<file path="config.mk">
export PLATFORM = sky130hd
export DESIGN_NAME = caf_filter
export DESIGN_NICKNAME = d
export VERILOG_FILES = /design/src/design/caf_pkg.sv /design/src/design/caf_id_compare.sv /design/src/design/caf_filter.sv
export VERILOG_INCLUDE_DIRS = /design/src /design/src/design
export SDC_FILE = /design/constraint.sdc
export NUM_CORES = 1
export LEC_CHECK = 0
export ABC_AREA = 1
export BUFFER_PORTS_ARGS = -buffer_cell sky130_fd_sc_hd__buf_2
export CAP_MARGIN = 20
export CORE_ASPECT_RATIO = 1.4
export CORE_MARGIN = 1
export CORE_UTILIZATION = 49
export CTS_CLUSTER_DIAMETER = 200
export DETAILED_ROUTE_END_ITERATION = 8
export PLACE_DENSITY = 0.87
export SLEW_MARGIN = 5
export SYNTH_ARGS = -nofsm -noshare
export SYNTH_HDL_FRONTEND = slang
export SYNTH_HIERARCHICAL = 1
export SYNTH_SLANG_ARGS = --single-unit
</file>
<file path="constraint.sdc">
create_clock -name sys_clk -period 2.45 [get_ports sys_clk]
set_input_delay 0.1225 -clock sys_clk [delete_from_list [all_inputs] [get_ports sys_clk]]
set_output_delay 0.1225 -clock sys_clk [all_outputs]
set_load 0.01 [all_outputs]
</file>
<file path="src/design/caf_defs.svh">
// Register offsets, field positions and reset values of the acceptance filter
`ifndef CAF_DEFS_SVH
`define CAF_DEFS_SVH
`define CAF_ADDR_W 4
`define CAF_ADDR_VALUE 4'h0
`define CAF_ADDR_CTRL 4'h4
`define CAF_ADDR_STATUS 4'h8
`define CAF_SID_HI 31
`define CAF_SID_LO 21
`define CAF_RSV_HI_BIT 20
`define CAF_FRAME_FORMAT_SELECT_BIT 19
`define CAF_RSV_LO_BIT 18
`define CAF_EID_HI 17
`define CAF_EID_LO 0
`define CAF_VALUE_WMASK 32'hFFEBFFFF
`define CAF_VALUE_RESET 32'h00000000
`define CAF_CTRL_EN_BIT 0
`define CAF_CTRL_MASK_CHOICE_HI 2
`define CAF_CTRL_MASK_CHOICE_LO 1
`define CAF_CTRL_DEST_HI 7
`define CAF_CTRL_DEST_LO 3
`define CAF_CTRL_RESET 8'h00
`define CAF_DEST_RSV_BIT 4
`define CAF_ID_W 29
`endif

</file>
<file path="src/design/caf_pkg.sv">
// Types shared by the acceptance filter modules
package caf_pkg;
  typedef logic [10:0] caf_sid_t;
  typedef logic [17:0] caf_eid_t;
  typedef logic [28:0] caf_ident_t;
  typedef logic [1:0] caf_mask_sel_t;
  typedef logic [4:0] caf_dest_t;
endpackage : caf_pkg

</file>
<file path="src/design/caf_id_compare.sv">
// Per-bit identifier comparison against stored pattern under a mask
`timescale 1ns/1ps
`include "caf_defs.svh"
module caf_id_compare (
  input wire caf_pkg::caf_ident_t pattern,
  input wire caf_pkg::caf_ident_t ident,
  input wire caf_pkg::caf_ident_t mask,
  input wire logic use_ext,
  output logic all_equal
);
  wire caf_pkg::caf_ident_t bit_ok;
  genvar i;
  generate
    for (i = 0; i < `CAF_ID_W; i = i + 1)
    begin : g_bit
      // Extended bits are don't-care on standard frames
      if (i < 18)
      begin : g_eid
        assign bit_ok[i] = ~use_ext | ~mask[i] | (pattern[i] == ident[i]);
      end
      else
      begin : g_sid
        assign bit_ok[i] = ~mask[i] | (pattern[i] == ident[i]);
      end
    end
  endgenerate
  assign all_equal = &bit_ok;
endmodule : caf_id_compare

</file>
<file path="src/design/caf_filter.sv">
// One CAN receive acceptance filter: pattern register, control and match logic
// What this block does
// - Stored standard identifier bits must equal received ones
// - Format bit one accepts extended frames only
// - Format bit zero accepts standard frames only
// - Stored extended identifier bits must equal received ones on extended frames only
// - Pattern writes ignored while filter enabled
// - Bits twenty and eighteen read zero
// - Enable bit turns filter on or off
// - Mask choice selects one of four masks
// - Destination codes 0-15 route, upper codes reserved
//
// The address map and the address-and-strobe port were left to the implementer.
`timescale 1ns/1ps
`include "caf_defs.svh"
module caf_filter (
  input wire logic sys_clk,
  input wire logic rst_b,
  input wire logic [`CAF_ADDR_W-1:0] reg_addr,
  input wire logic [31:0] reg_wdata,
  input wire logic reg_wr,
  input wire logic reg_rd,
  output logic [31:0] reg_rdata,
  input wire logic id_valid,
  input wire caf_pkg::caf_sid_t id_std,
  input wire caf_pkg::caf_eid_t id_ext,
  input wire logic id_is_ext,
  input wire caf_pkg::caf_ident_t applied_mask,
  output logic filter_enable_bit,
  output caf_pkg::caf_mask_sel_t mask_choice,
  output caf_pkg::caf_dest_t destination_buffer_choice,
  output logic match_valid,
  output logic match_hit,
  output caf_pkg::caf_dest_t match_dest
);
  logic [31:0] filter_value;
  logic [7:0] filter_ctrl;
  logic last_hit;
  logic dropped_reserved;
  logic [7:0] hit_count;

  wire sel_value = (reg_addr == `CAF_ADDR_VALUE);
  wire sel_ctrl = (reg_addr == `CAF_ADDR_CTRL);
  wire sel_status = (reg_addr == `CAF_ADDR_STATUS);

  wire caf_pkg::caf_sid_t standard_identifier_pattern =
    filter_value[`CAF_SID_HI:`CAF_SID_LO];
  wire caf_pkg::caf_eid_t extended_identifier_pattern =
    filter_value[`CAF_EID_HI:`CAF_EID_LO];
  wire frame_format_select = filter_value[`CAF_FRAME_FORMAT_SELECT_BIT];

  assign filter_enable_bit = filter_ctrl[`CAF_CTRL_EN_BIT];
  assign mask_choice = filter_ctrl[`CAF_CTRL_MASK_CHOICE_HI:`CAF_CTRL_MASK_CHOICE_LO];
  assign destination_buffer_choice = filter_ctrl[`CAF_CTRL_DEST_HI:`CAF_CTRL_DEST_LO];

  // Writes to the pattern are dropped while the filter is live
  wire value_wr_ok = reg_wr & sel_value & ~filter_enable_bit;
  // Unimplemented bits never store, so they always read back zero
  wire [31:0] next_filter_value = reg_wdata & `CAF_VALUE_WMASK;
  wire ctrl_wr = reg_wr & sel_ctrl;

  wire [31:0] status_word = {22'h00000, hit_count, dropped_reserved, last_hit};
  wire [31:0] next_rdata = sel_value ? filter_value :
                           sel_ctrl ? {24'h000000, filter_ctrl} :
                           sel_status ? status_word : 32'h00000000;

  wire caf_pkg::caf_ident_t pattern_word =
    {standard_identifier_pattern, extended_identifier_pattern};
  wire caf_pkg::caf_ident_t ident_word = {id_std, id_ext};
  logic bits_equal;

  caf_id_compare u_compare (
    .pattern(pattern_word),
    .ident(ident_word),
    .mask(applied_mask),
    .use_ext(id_is_ext),
    .all_equal(bits_equal)
  );

  wire format_ok = (frame_format_select == id_is_ext);
  wire next_hit = filter_enable_bit & format_ok & bits_equal;
  // Reserved destinations have no buffer, so such a hit is not routed
  wire dest_reserved = destination_buffer_choice[`CAF_DEST_RSV_BIT];
  wire next_match_valid = id_valid & next_hit & ~dest_reserved;

  always_ff @(posedge sys_clk)
  begin
    if (!rst_b)
    begin
      filter_value <= `CAF_VALUE_RESET;
      filter_ctrl <= `CAF_CTRL_RESET;
    end
    else
    begin
      if (value_wr_ok)
      begin
        filter_value <= next_filter_value;
      end
      if (ctrl_wr)
      begin
        filter_ctrl <= reg_wdata[7:0];
      end
    end
  end

  always_ff @(posedge sys_clk)
  begin
    if (!rst_b)
    begin
      reg_rdata <= 32'h00000000;
    end
    else
    begin
      reg_rdata <= reg_rd ? next_rdata : 32'h00000000;
    end
  end

  always_ff @(posedge sys_clk)
  begin
    if (!rst_b)
    begin
      match_valid <= 1'b0;
      match_hit <= 1'b0;
      match_dest <= 5'h00;
    end
    else
    begin
      match_valid <= next_match_valid;
      match_hit <= id_valid & next_hit;
      match_dest <= destination_buffer_choice;
    end
  end

  // Status: last result, sticky reserved-drop flag, wrapping hit counter
  wire status_clr = reg_wr & sel_status;
  wire drop_event = id_valid & next_hit & dest_reserved;
  always_ff @(posedge sys_clk)
  begin
    if (!rst_b)
    begin
      last_hit <= 1'b0;
      dropped_reserved <= 1'b0;
      hit_count <= 8'h00;
    end
    else
    begin
      if (id_valid)
      begin
        last_hit <= next_hit;
      end
      // Set wins over a clear in the same cycle
      if (drop_event)
      begin
        dropped_reserved <= 1'b1;
      end
      else if (status_clr)
      begin
        dropped_reserved <= 1'b0;
      end
      if (next_match_valid)
      begin
        hit_count <= hit_count + 8'h01;
      end
    end
  end

  write_block_a: assert property (@(posedge sys_clk) disable iff (!rst_b)
    (reg_wr && sel_value && filter_enable_bit) |=> $stable(filter_value))
    else $error("pattern changed while filter enabled");

  reserved_zero_a: assert property (@(posedge sys_clk) disable iff (!rst_b)
    (reg_rd && sel_value) |=> (reg_rdata[20] == 1'b0 && reg_rdata[18] == 1'b0))
    else $error("unimplemented bit read as one");

  disabled_quiet_a: assert property (@(posedge sys_clk) disable iff (!rst_b)
    (id_valid && !filter_enable_bit) |=> (!match_hit && !match_valid))
    else $error("disabled filter matched");

  ext_only_a: assert property (@(posedge sys_clk) disable iff (!rst_b)
    (id_valid && frame_format_select && !id_is_ext) |=> !match_hit)
    else $error("standard frame matched extended filter");

  std_only_a: assert property (@(posedge sys_clk) disable iff (!rst_b)
    (id_valid && !frame_format_select && id_is_ext) |=> !match_hit)
    else $error("extended frame matched standard filter");

  sid_mismatch_a: assert property (@(posedge sys_clk) disable iff (!rst_b)
    (id_valid && ((id_std ^ standard_identifier_pattern) & applied_mask[28:18]) != 11'h000)
    |=> !match_hit)
    else $error("standard identifier mismatch accepted");

  eid_mismatch_a: assert property (@(posedge sys_clk) disable iff (!rst_b)
    (id_valid && id_is_ext
     && ((id_ext ^ extended_identifier_pattern) & applied_mask[17:0]) != 18'h00000)
    |=> !match_hit)
    else $error("extended identifier mismatch accepted");

  mask_route_a: assert property (@(posedge sys_clk) disable iff (!rst_b)
    ctrl_wr |=> (mask_choice == $past(reg_wdata[2:1])))
    else $error("mask choice not taken from control");

  dest_legal_a: assert property (@(posedge sys_clk) disable iff (!rst_b)
    match_valid |-> (match_dest[4] == 1'b0 && match_hit))
    else $error("match routed to reserved buffer");

  full_match_a: assert property (@(posedge sys_clk) disable iff (!rst_b)
    (id_valid && filter_enable_bit && (frame_format_select == id_is_ext)
     && ((id_std ^ standard_identifier_pattern) & applied_mask[28:18]) == 11'h000
     && (!id_is_ext
         || ((id_ext ^ extended_identifier_pattern) & applied_mask[17:0]) == 18'h00000))
    |=> match_hit)
    else $error("matching identifier rejected");

  std_hit_a: assert property (@(posedge sys_clk) disable iff (!rst_b)
    (id_valid && !id_is_ext && filter_enable_bit && !frame_format_select
     && ((id_std ^ standard_identifier_pattern) & applied_mask[28:18]) == 11'h000)
    |=> match_hit)
    else $error("standard frame with matching identifier rejected");

  reset_clear_a: assert property (@(posedge sys_clk)
    !rst_b |=> (filter_value == `CAF_VALUE_RESET && filter_ctrl == `CAF_CTRL_RESET
    && reg_rdata == 32'h00000000 && !match_valid && !match_hit))
    else $error("state not cleared by reset");

  value_store_a: assert property (@(posedge sys_clk) disable iff (!rst_b)
    value_wr_ok
    |=> (filter_value == ($past(reg_wdata) & `CAF_VALUE_WMASK)))
    else $error("pattern write not stored");

  value_hold_a: assert property (@(posedge sys_clk) disable iff (!rst_b)
    !value_wr_ok |=> $stable(filter_value))
    else $error("pattern changed without accepted write");

  reserved_store_a: assert property (@(posedge sys_clk) disable iff (!rst_b)
    (filter_value[`CAF_RSV_HI_BIT] == 1'b0 && filter_value[`CAF_RSV_LO_BIT] == 1'b0))
    else $error("unimplemented bit stored");

  ctrl_store_a: assert property (@(posedge sys_clk) disable iff (!rst_b)
    ctrl_wr |=> (filter_ctrl == $past(reg_wdata[7:0])
    && filter_enable_bit == $past(reg_wdata[`CAF_CTRL_EN_BIT])))
    else $error("control write not stored");

  ctrl_hold_a: assert property (@(posedge sys_clk) disable iff (!rst_b)
    !ctrl_wr |=> $stable(filter_ctrl))
    else $error("control changed without write");

  // Read data is zero outside its cycle, so an outer bus may OR slaves together
  rdata_idle_a: assert property (@(posedge sys_clk) disable iff (!rst_b)
    !reg_rd |=> (reg_rdata == 32'h00000000))
    else $error("read data outside read cycle");

  value_read_a: assert property (@(posedge sys_clk) disable iff (!rst_b)
    (reg_rd && sel_value) |=> (reg_rdata == $past(filter_value)))
    else $error("pattern read back wrong");

  ctrl_read_a: assert property (@(posedge sys_clk) disable iff (!rst_b)
    (reg_rd && sel_ctrl) |=> (reg_rdata == {24'h000000, $past(filter_ctrl)}))
    else $error("control read back wrong");

  status_read_a: assert property (@(posedge sys_clk) disable iff (!rst_b)
    (reg_rd && sel_status)
    |=> (reg_rdata == {22'h00000, $past(hit_count), $past(dropped_reserved),
    $past(last_hit)}))
    else $error("status read back wrong");

  unmapped_read_a: assert property (@(posedge sys_clk) disable iff (!rst_b)
    (reg_rd && !sel_value && !sel_ctrl && !sel_status)
    |=> (reg_rdata == 32'h00000000))
    else $error("unmapped address read nonzero");

  idle_quiet_a: assert property (@(posedge sys_clk) disable iff (!rst_b)
    !id_valid |=> (!match_hit && !match_valid))
    else $error("match without identifier");

  dest_capture_a: assert property (@(posedge sys_clk) disable iff (!rst_b)
    id_valid |=> (match_dest == $past(destination_buffer_choice)))
    else $error("destination not captured");

  route_hit_a: assert property (@(posedge sys_clk) disable iff (!rst_b)
    (id_valid && next_hit && !dest_reserved) |=> (match_valid && match_hit))
    else $error("legal destination not routed");

  // A drop in the same cycle as a clear must survive
  reserved_drop_a: assert property (@(posedge sys_clk) disable iff (!rst_b)
    (id_valid && next_hit && dest_reserved)
    |=> (match_hit && !match_valid && dropped_reserved))
    else $error("reserved destination routed");

  drop_clear_a: assert property (@(posedge sys_clk) disable iff (!rst_b)
    (status_clr && !drop_event) |=> !dropped_reserved)
    else $error("reserved-drop flag not cleared");

  drop_sticky_a: assert property (@(posedge sys_clk) disable iff (!rst_b)
    (dropped_reserved && !status_clr) |=> dropped_reserved)
    else $error("reserved-drop flag lost");

  last_hit_a: assert property (@(posedge sys_clk) disable iff (!rst_b)
    id_valid |=> (last_hit == match_hit))
    else $error("last result not recorded");

  // Counter wraps silently; software must sample it often enough
  count_step_a: assert property (@(posedge sys_clk) disable iff (!rst_b)
    next_match_valid |=> (hit_count == $past(hit_count) + 8'h01))
    else $error("routed hit not counted");

  count_hold_a: assert property (@(posedge sys_clk) disable iff (!rst_b)
    !next_match_valid |=> $stable(hit_count))
    else $error("hit count moved without routed hit");
endmodule : caf_filter

</file>
# After elaboration in Yosys (flattened, before gate mapping)

Index checks and enable logic that the tools add are counted.

Bits in latches: 0
Memories kept: 0
Output and inout bits: 47
ROM bits: 0
RAM bits: 0
Input port bits: 100
Logic and storage cells: 142
Flip-flop bits (word level): 87

Add/sub/neg operators: 1
Divide/modulo/power cells: 0
Mux-type cells: 5
Eq/ne operators: 32
Bitwise logic cells: 89
Shifts and indexed selects: 0
Order comparisons: 0
Multiply operators: 0
Reduce and logical (&&, ||, !) cells: 5

Operators with widths:

| kind                | count |
|---|---|
| $or 1x1->1          | 47 |
| $not 1->1           | 33 |
| $mux 32             | 1 |
| $eq 1x1->1          | 30 |
| $reduce_and 29->1   | 1 |
| $mux 10             | 2 |
| $and 1x1->1         | 9 |
| $add 8x1->8 const B | 1 |
| $eq 4x3->1 const B  | 1 |
| $eq 4x4->1 const B  | 1 |
| $logic_not 4->1     | 1 |
| $reduce_or 3->1     | 1 |
| $mux 1              | 2 |
| $reduce_and 2->1    | 1 |
| $reduce_bool 2->1   | 1 |

# Depth between registers and ports, before layout

Depth after elaboration: 8
Gate-level depth with buffers: 18
Mapped depth without buffers: 16

# Cells and area by module

The synthesis kept the hierarchy.

Modules (own cells, without submodules):

| module         | cells each | area an instance (sq um) | instances | sequential area each (sq um) |
|---|---|---|---|---|
| caf_filter     | 417        | 3180.6                   | 1         | 1701.6 |
| caf_id_compare | 188        | 818.3                    | 1         | 0.0 |

# Worst setup path after synthesis

OpenSTA, ideal clock, no wires.

Path kind: register to register
Start: register filter_value[24]
End: register hit_count[7]
Cell stages (with the launch flop): 14
Setup slack: 733 ps
Required time: 2337 ps
Data arrival time: 1604 ps
Library setup time: 113 ps
Buffers on the path: 0
Period minus slack after synthesis: 1717 ps
Cells stage by stage: dfxtp_1 or2_2 nand3_1 nand3_1 nor2_2 nand2_1 nor2_1 nand2_1 nor2_1 nand3_1 nor2_1 nand2_1 nand2_1 nor2_1

Cells in the longest elaborated chain, start to end: 6

Ends and longest elaborated chain:

| element                   | line                 | text |
|---|---|---|
| start: declaration        | caf_filter.sv:36     | `logic [31:0] filter_value;` |
| start signal: assignment  | caf_filter.sv:90     | `` filter_value <= `CAF_VALUE_RESET; `` |
| start signal: assignment  | caf_filter.sv:97     | `filter_value <= next_filter_value;` |
| $eq 1x1->1                | caf_id_compare.sv:23 | `assign bit_ok[i] = ~mask[i] \| (pattern[i] == ident[i]);` |
| $or 1x1->1                | caf_id_compare.sv:23 |  |
| $reduce_and 29->1         | caf_id_compare.sv:27 | `assign all_equal = &bit_ok;` |
| named net bits_equal      | caf_filter.sv:70     | `logic bits_equal;` |
| $and 1x1->1               | caf_filter.sv:81     | `wire next_hit = filter_enable_bit & format_ok & bits_equal;` |
| $and 1x1->1 (2 in series) | caf_filter.sv:84     | `wire next_match_valid = id_valid & next_hit & ~dest_reserved;` |
| end signal: assignment    | caf_filter.sv:162    | `hit_count <= hit_count + 8'h01;` |
| end: declaration          | caf_filter.sv:40     | `logic [7:0] hit_count;` |

The timed path passes the listed nets, and every way through them passes these cells.
A chain may end at the register's enable or synchronous reset.

# Worst setup path in the final report

Start: register filter_value[24]
End: register hit_count[6]

The elaborated chain is that of the path after synthesis.

==> impl_metrics.csv <==
group,metric,value,unit
drt,first_iter_violations,163,
status,status,"complete, no violations",
synthesis,yosysWarningCount,6,
synthesis,syn_avg_cell_area,6.61,um^2
finish,finalNetCount,856,
synthesis,syn_area,0.00400,mm^2
setup_path,worstPathMaxFanout,10,
sta,slew_violations,0,
placed_design,place_congestion,0.842,
power_and_ir_drop,p_leak,2.60,nW
power_and_ir_drop,sw_frac_of_total,25.1,%
finish,drive_gt1_share,23.6,%
sta,tns,0,ns
power_and_ir_drop,p_int,0.00194,W
worst_hold_path,hold_end,"filter_value[9]",
setup_path,cp.required,2.70,ns
clock_network,ctsResizeCount,0,
global_routing,grt_pass1_vias,4158,
synthesis,synth_area_leaders,"dfxtp_1 43%, nand2_1 17%, inv_1 9.2%, nor2_1 8.5%, nand4_1 3.3%",
setup_path,reg2reg_depth,13,
floorplanning,num_io_pins,147,
clock_network,cts_buffer_depth,2,
global_routing,antenna_found_initial,0,
sta,worst_slew_pin_slew,0.586,ns
setup_path,reg2reg_slack,0.31,ns
setup_path,end_kind,"flip-flop",
sta,max_slew_margin,60.9,%
clock_network,cts_tree,"done",
sta,clock_skew,0.0122,ns
drt,ant_nets,0,
synthesis,synth_cells,605,
floorplanning,dieHeight,109,um
power_and_ir_drop,p_sw,0.000651,W
floorplanning,die_w,78.4,um
worst_hold_path,worstHoldPathCells,3,
synthesis,ys_ff_latch,85,
finish,synthToLayoutAreaGrowth,26.1,%
drt,wl,10700,um
synthesis,synth_top_area_share,42.6,%
sta,min_period,2.14,ns
setup_path,worstSetupPathType,"reg -> reg",
setup_path,startpoint_type,"flip-flop",
drt,drc,0,
global_routing,grt_pass1_wl,17400,um
clock_network,clkSinkCount,85,
placed_design,placed_area,0.00468,mm^2
power_and_ir_drop,peakVddDrop,0.409,mV
power_and_ir_drop,power.density,514,mW/mm^2
power_and_ir_drop,finalPower,0.00259,W
finish,multiInputGateArea,0.00174,mm^2
finish,stdcell_area,0.00504,mm^2
clock_network,clk_pin_slew,0.08,ns
drt,vias,4220,
global_routing,grt_max_degree,53,
placed_design,port_buffers,142,
floorplanning,row_count,38,
power_and_ir_drop,comb_power_share,11.1,%
clock_network,cts_buffers,9,
sta,hold_viol,0,
drt,avgRoutedWirePerCell,12.4,um
drt,first_pass_iters,5,
worst_hold_path,hp-class,"in -> reg",
finish,post_layout_nonfiller_instances,860,
placed_design,hpwl,7610,um
setup_path,r2r-start,"filter_value[24]",
sta,fmax,0.467,GHz
clock_network,hold_buffers,18,
clock_network,post_cts_buffers,0,
sta,rsz0062_at_grt,"no",
floorplanning,core_area,0.00785,mm^2
sta,fin_crit_sh,87.4,%
placed_design,place_inst,826,
finish,regArea,0.00170,mm^2
power_and_ir_drop,seqPwrFrac,54.1,%
worst_hold_path,hp-start,"reg_wdata[9]",
synthesis,ys_types,30,
global_routing,overflow,0,
setup_path,r2r_end,"hit_count[6]",
clock_network,clk_latency,0.35,ns
floorplanning,start_util,51.0,%
clock_network,root_buffer,"clkbuf_8",
synthesis,yosysSeqAreaShare,42.6,%
global_routing,grt_use_total,26.1,%
floorplanning,die_area,0.00853,mm^2
drt,viasPerCell,4.91,
setup_path,worstPathArrival,2.39,ns
synthesis,yosys.area.top_type,"dfxtp_1",
power_and_ir_drop,clkPwrFrac,34.7,%
finish,n_antenna_cell,0,
clock_network,htree_levels,3,
finish,fillCellCount,698,
sta,finalSetupViolations,0,
run,cap_viol_max_count,0,
## state kept, by name, indices dropped and copies added, names as in the netlist
register	flops
filter_ctrl	8
dropped_reserved	1
match_valid	1
match_hit	1
hit_count	8
last_hit	1
filter_value	30
match_dest	5
reg_rdata	30
## routing by layer
layer	up-vias	global-route usage [%]	wire length, um	share of wire (%)
li1	2134	-	-	-
met1	1870	26.4	4060	38
met2	181	49.9	5520	52
met3	35	6.03	702	6.6
met4	0	12.6	377	3.5
met5	-	0	0	0
## synth_stat cells (all sizes together)
library cell and instances:
nand2 185, inv 102, nor2 96, dfxtp 85
nand3 30, a21oi 26, o21ai 22, nand4 21
buf 19, nand3b 7, clkbuf 4, or2 3
and2 1, clkinv 1, conb 1, ha 1
o31ai 1
## stage by stage
| step | setup WS [ns] | util [%] | hold slack [ns] |
|---|---|---|---|
| floorplan | 0.733 | - | 0.226 |
| global route | 0.0525 | 64.3 | 0.00394 |
| detailed placement | 0.380 | 59.7 | 0.355 |
| CTS | 0.359 | 64.3 | 0.00229 |
| finish | 0.309 | 64.3 | 0.0145 |
| global placement | 0.458 | 59.7 | 0.347 |
## worst max-delay path by stage
stage | startpoint | endpoint | slack (ns)
2_1_floorplan | filter_value[24] | hit_count[7] | 0.73
3_5_place_dp | id_is_ext | hit_count[6] | 0.38
4_1_cts | filter_value[2] | hit_count[6] | 0.36
5_1_grt | filter_value[2] | hit_count[5] | 0.05
3_3_place_gp | id_is_ext | hit_count[7] | 0.46
6_report | filter_value[24] | hit_count[6] | 0.31
## kinds of logic (layout without fill, tap and decap cells)
kind of cell               Yosys count  in the layout  synth area share [%]
and+or+nand+nor                    343            343                  36.9
buffers and inverters              126            280                  13.9
AOI/OAI and AO/OA                   49             49                  6.20
other                                1              2                0.0938
DFF                                 85             85                  42.6
adders and majority gates            1              1                 0.313
## worst max-delay path: stages, from the launching register on
cell and delay (ns):
dfxtp_1 0.33, or2_2 0.29, nand3_1 0.10, nand3_1 0.13
nor2_2 0.14, nand2_1 0.06, nor2_1 0.12, nand2_1 0.06
nor2_1 0.13, nand3_1 0.30, nor2_1 0.24, nand2_1 0.07
nand2_1 0.06, nor2_1 0.04
## power by group through the flow
| stage | Sequential (W) | Clock [W] | Combinational, W |
|---|---|---|---|
| final | 0.00140 | 0.000900 | 0.000289 |
| after floorplan | 0.00144 | 0 | 0.000147 |
| after global placement | 0.00144 | 0 | 0.000252 |
| after detailed placement | 0.00144 | 0 | 0.000261 |
| after global routing | 0.00141 | 0.000981 | 0.000322 |
| after CTS | 0.00140 | 0.000919 | 0.000286 |
## layout make-up
| type | count | area share [%] |
|---|---|---|
| well taps | 100 | 2.48 |
| repair buffers | 161 | 17.8 |
| flip-flops and latches | 85 | 33.8 |
| multi-input cells | 395 | 34.6 |
| inverters | 103 | 7.82 |
| clock buffers | 12 | 3.08 |
| clock inverters | 4 | 0.447 |
## layout by cell type, fill, tap and decap left out, types with 2 or more instances in the layout
| cell type | synthesis | final |
|---|---|---|
| nand4_1 | 21 | 21 |
| buf_2 | 7 | 142 |
| nand2_2 | 4 | 4 |
| dlygate4sd3_1 | 0 | 18 |
| o21ai_0 | 18 | 18 |
| conb_1 | 1 | 2 |
| nor2_1 | 91 | 91 |
| nand3b_1 | 7 | 7 |
| clkbuf_8 | 0 | 11 |
| inv_2 | 3 | 3 |
| dfxtp_1 | 85 | 85 |
| inv_1 | 98 | 98 |
| nand3_1 | 26 | 26 |
| clkinv_2 | 0 | 3 |
| nor2_2 | 4 | 4 |
| a21oi_1 | 26 | 26 |
| nand2_1 | 180 | 180 |
| nand3_2 | 3 | 3 |
| or2_2 | 3 | 3 |
| o21ai_1 | 4 | 4 |
(Power assumes the default switching activity.)
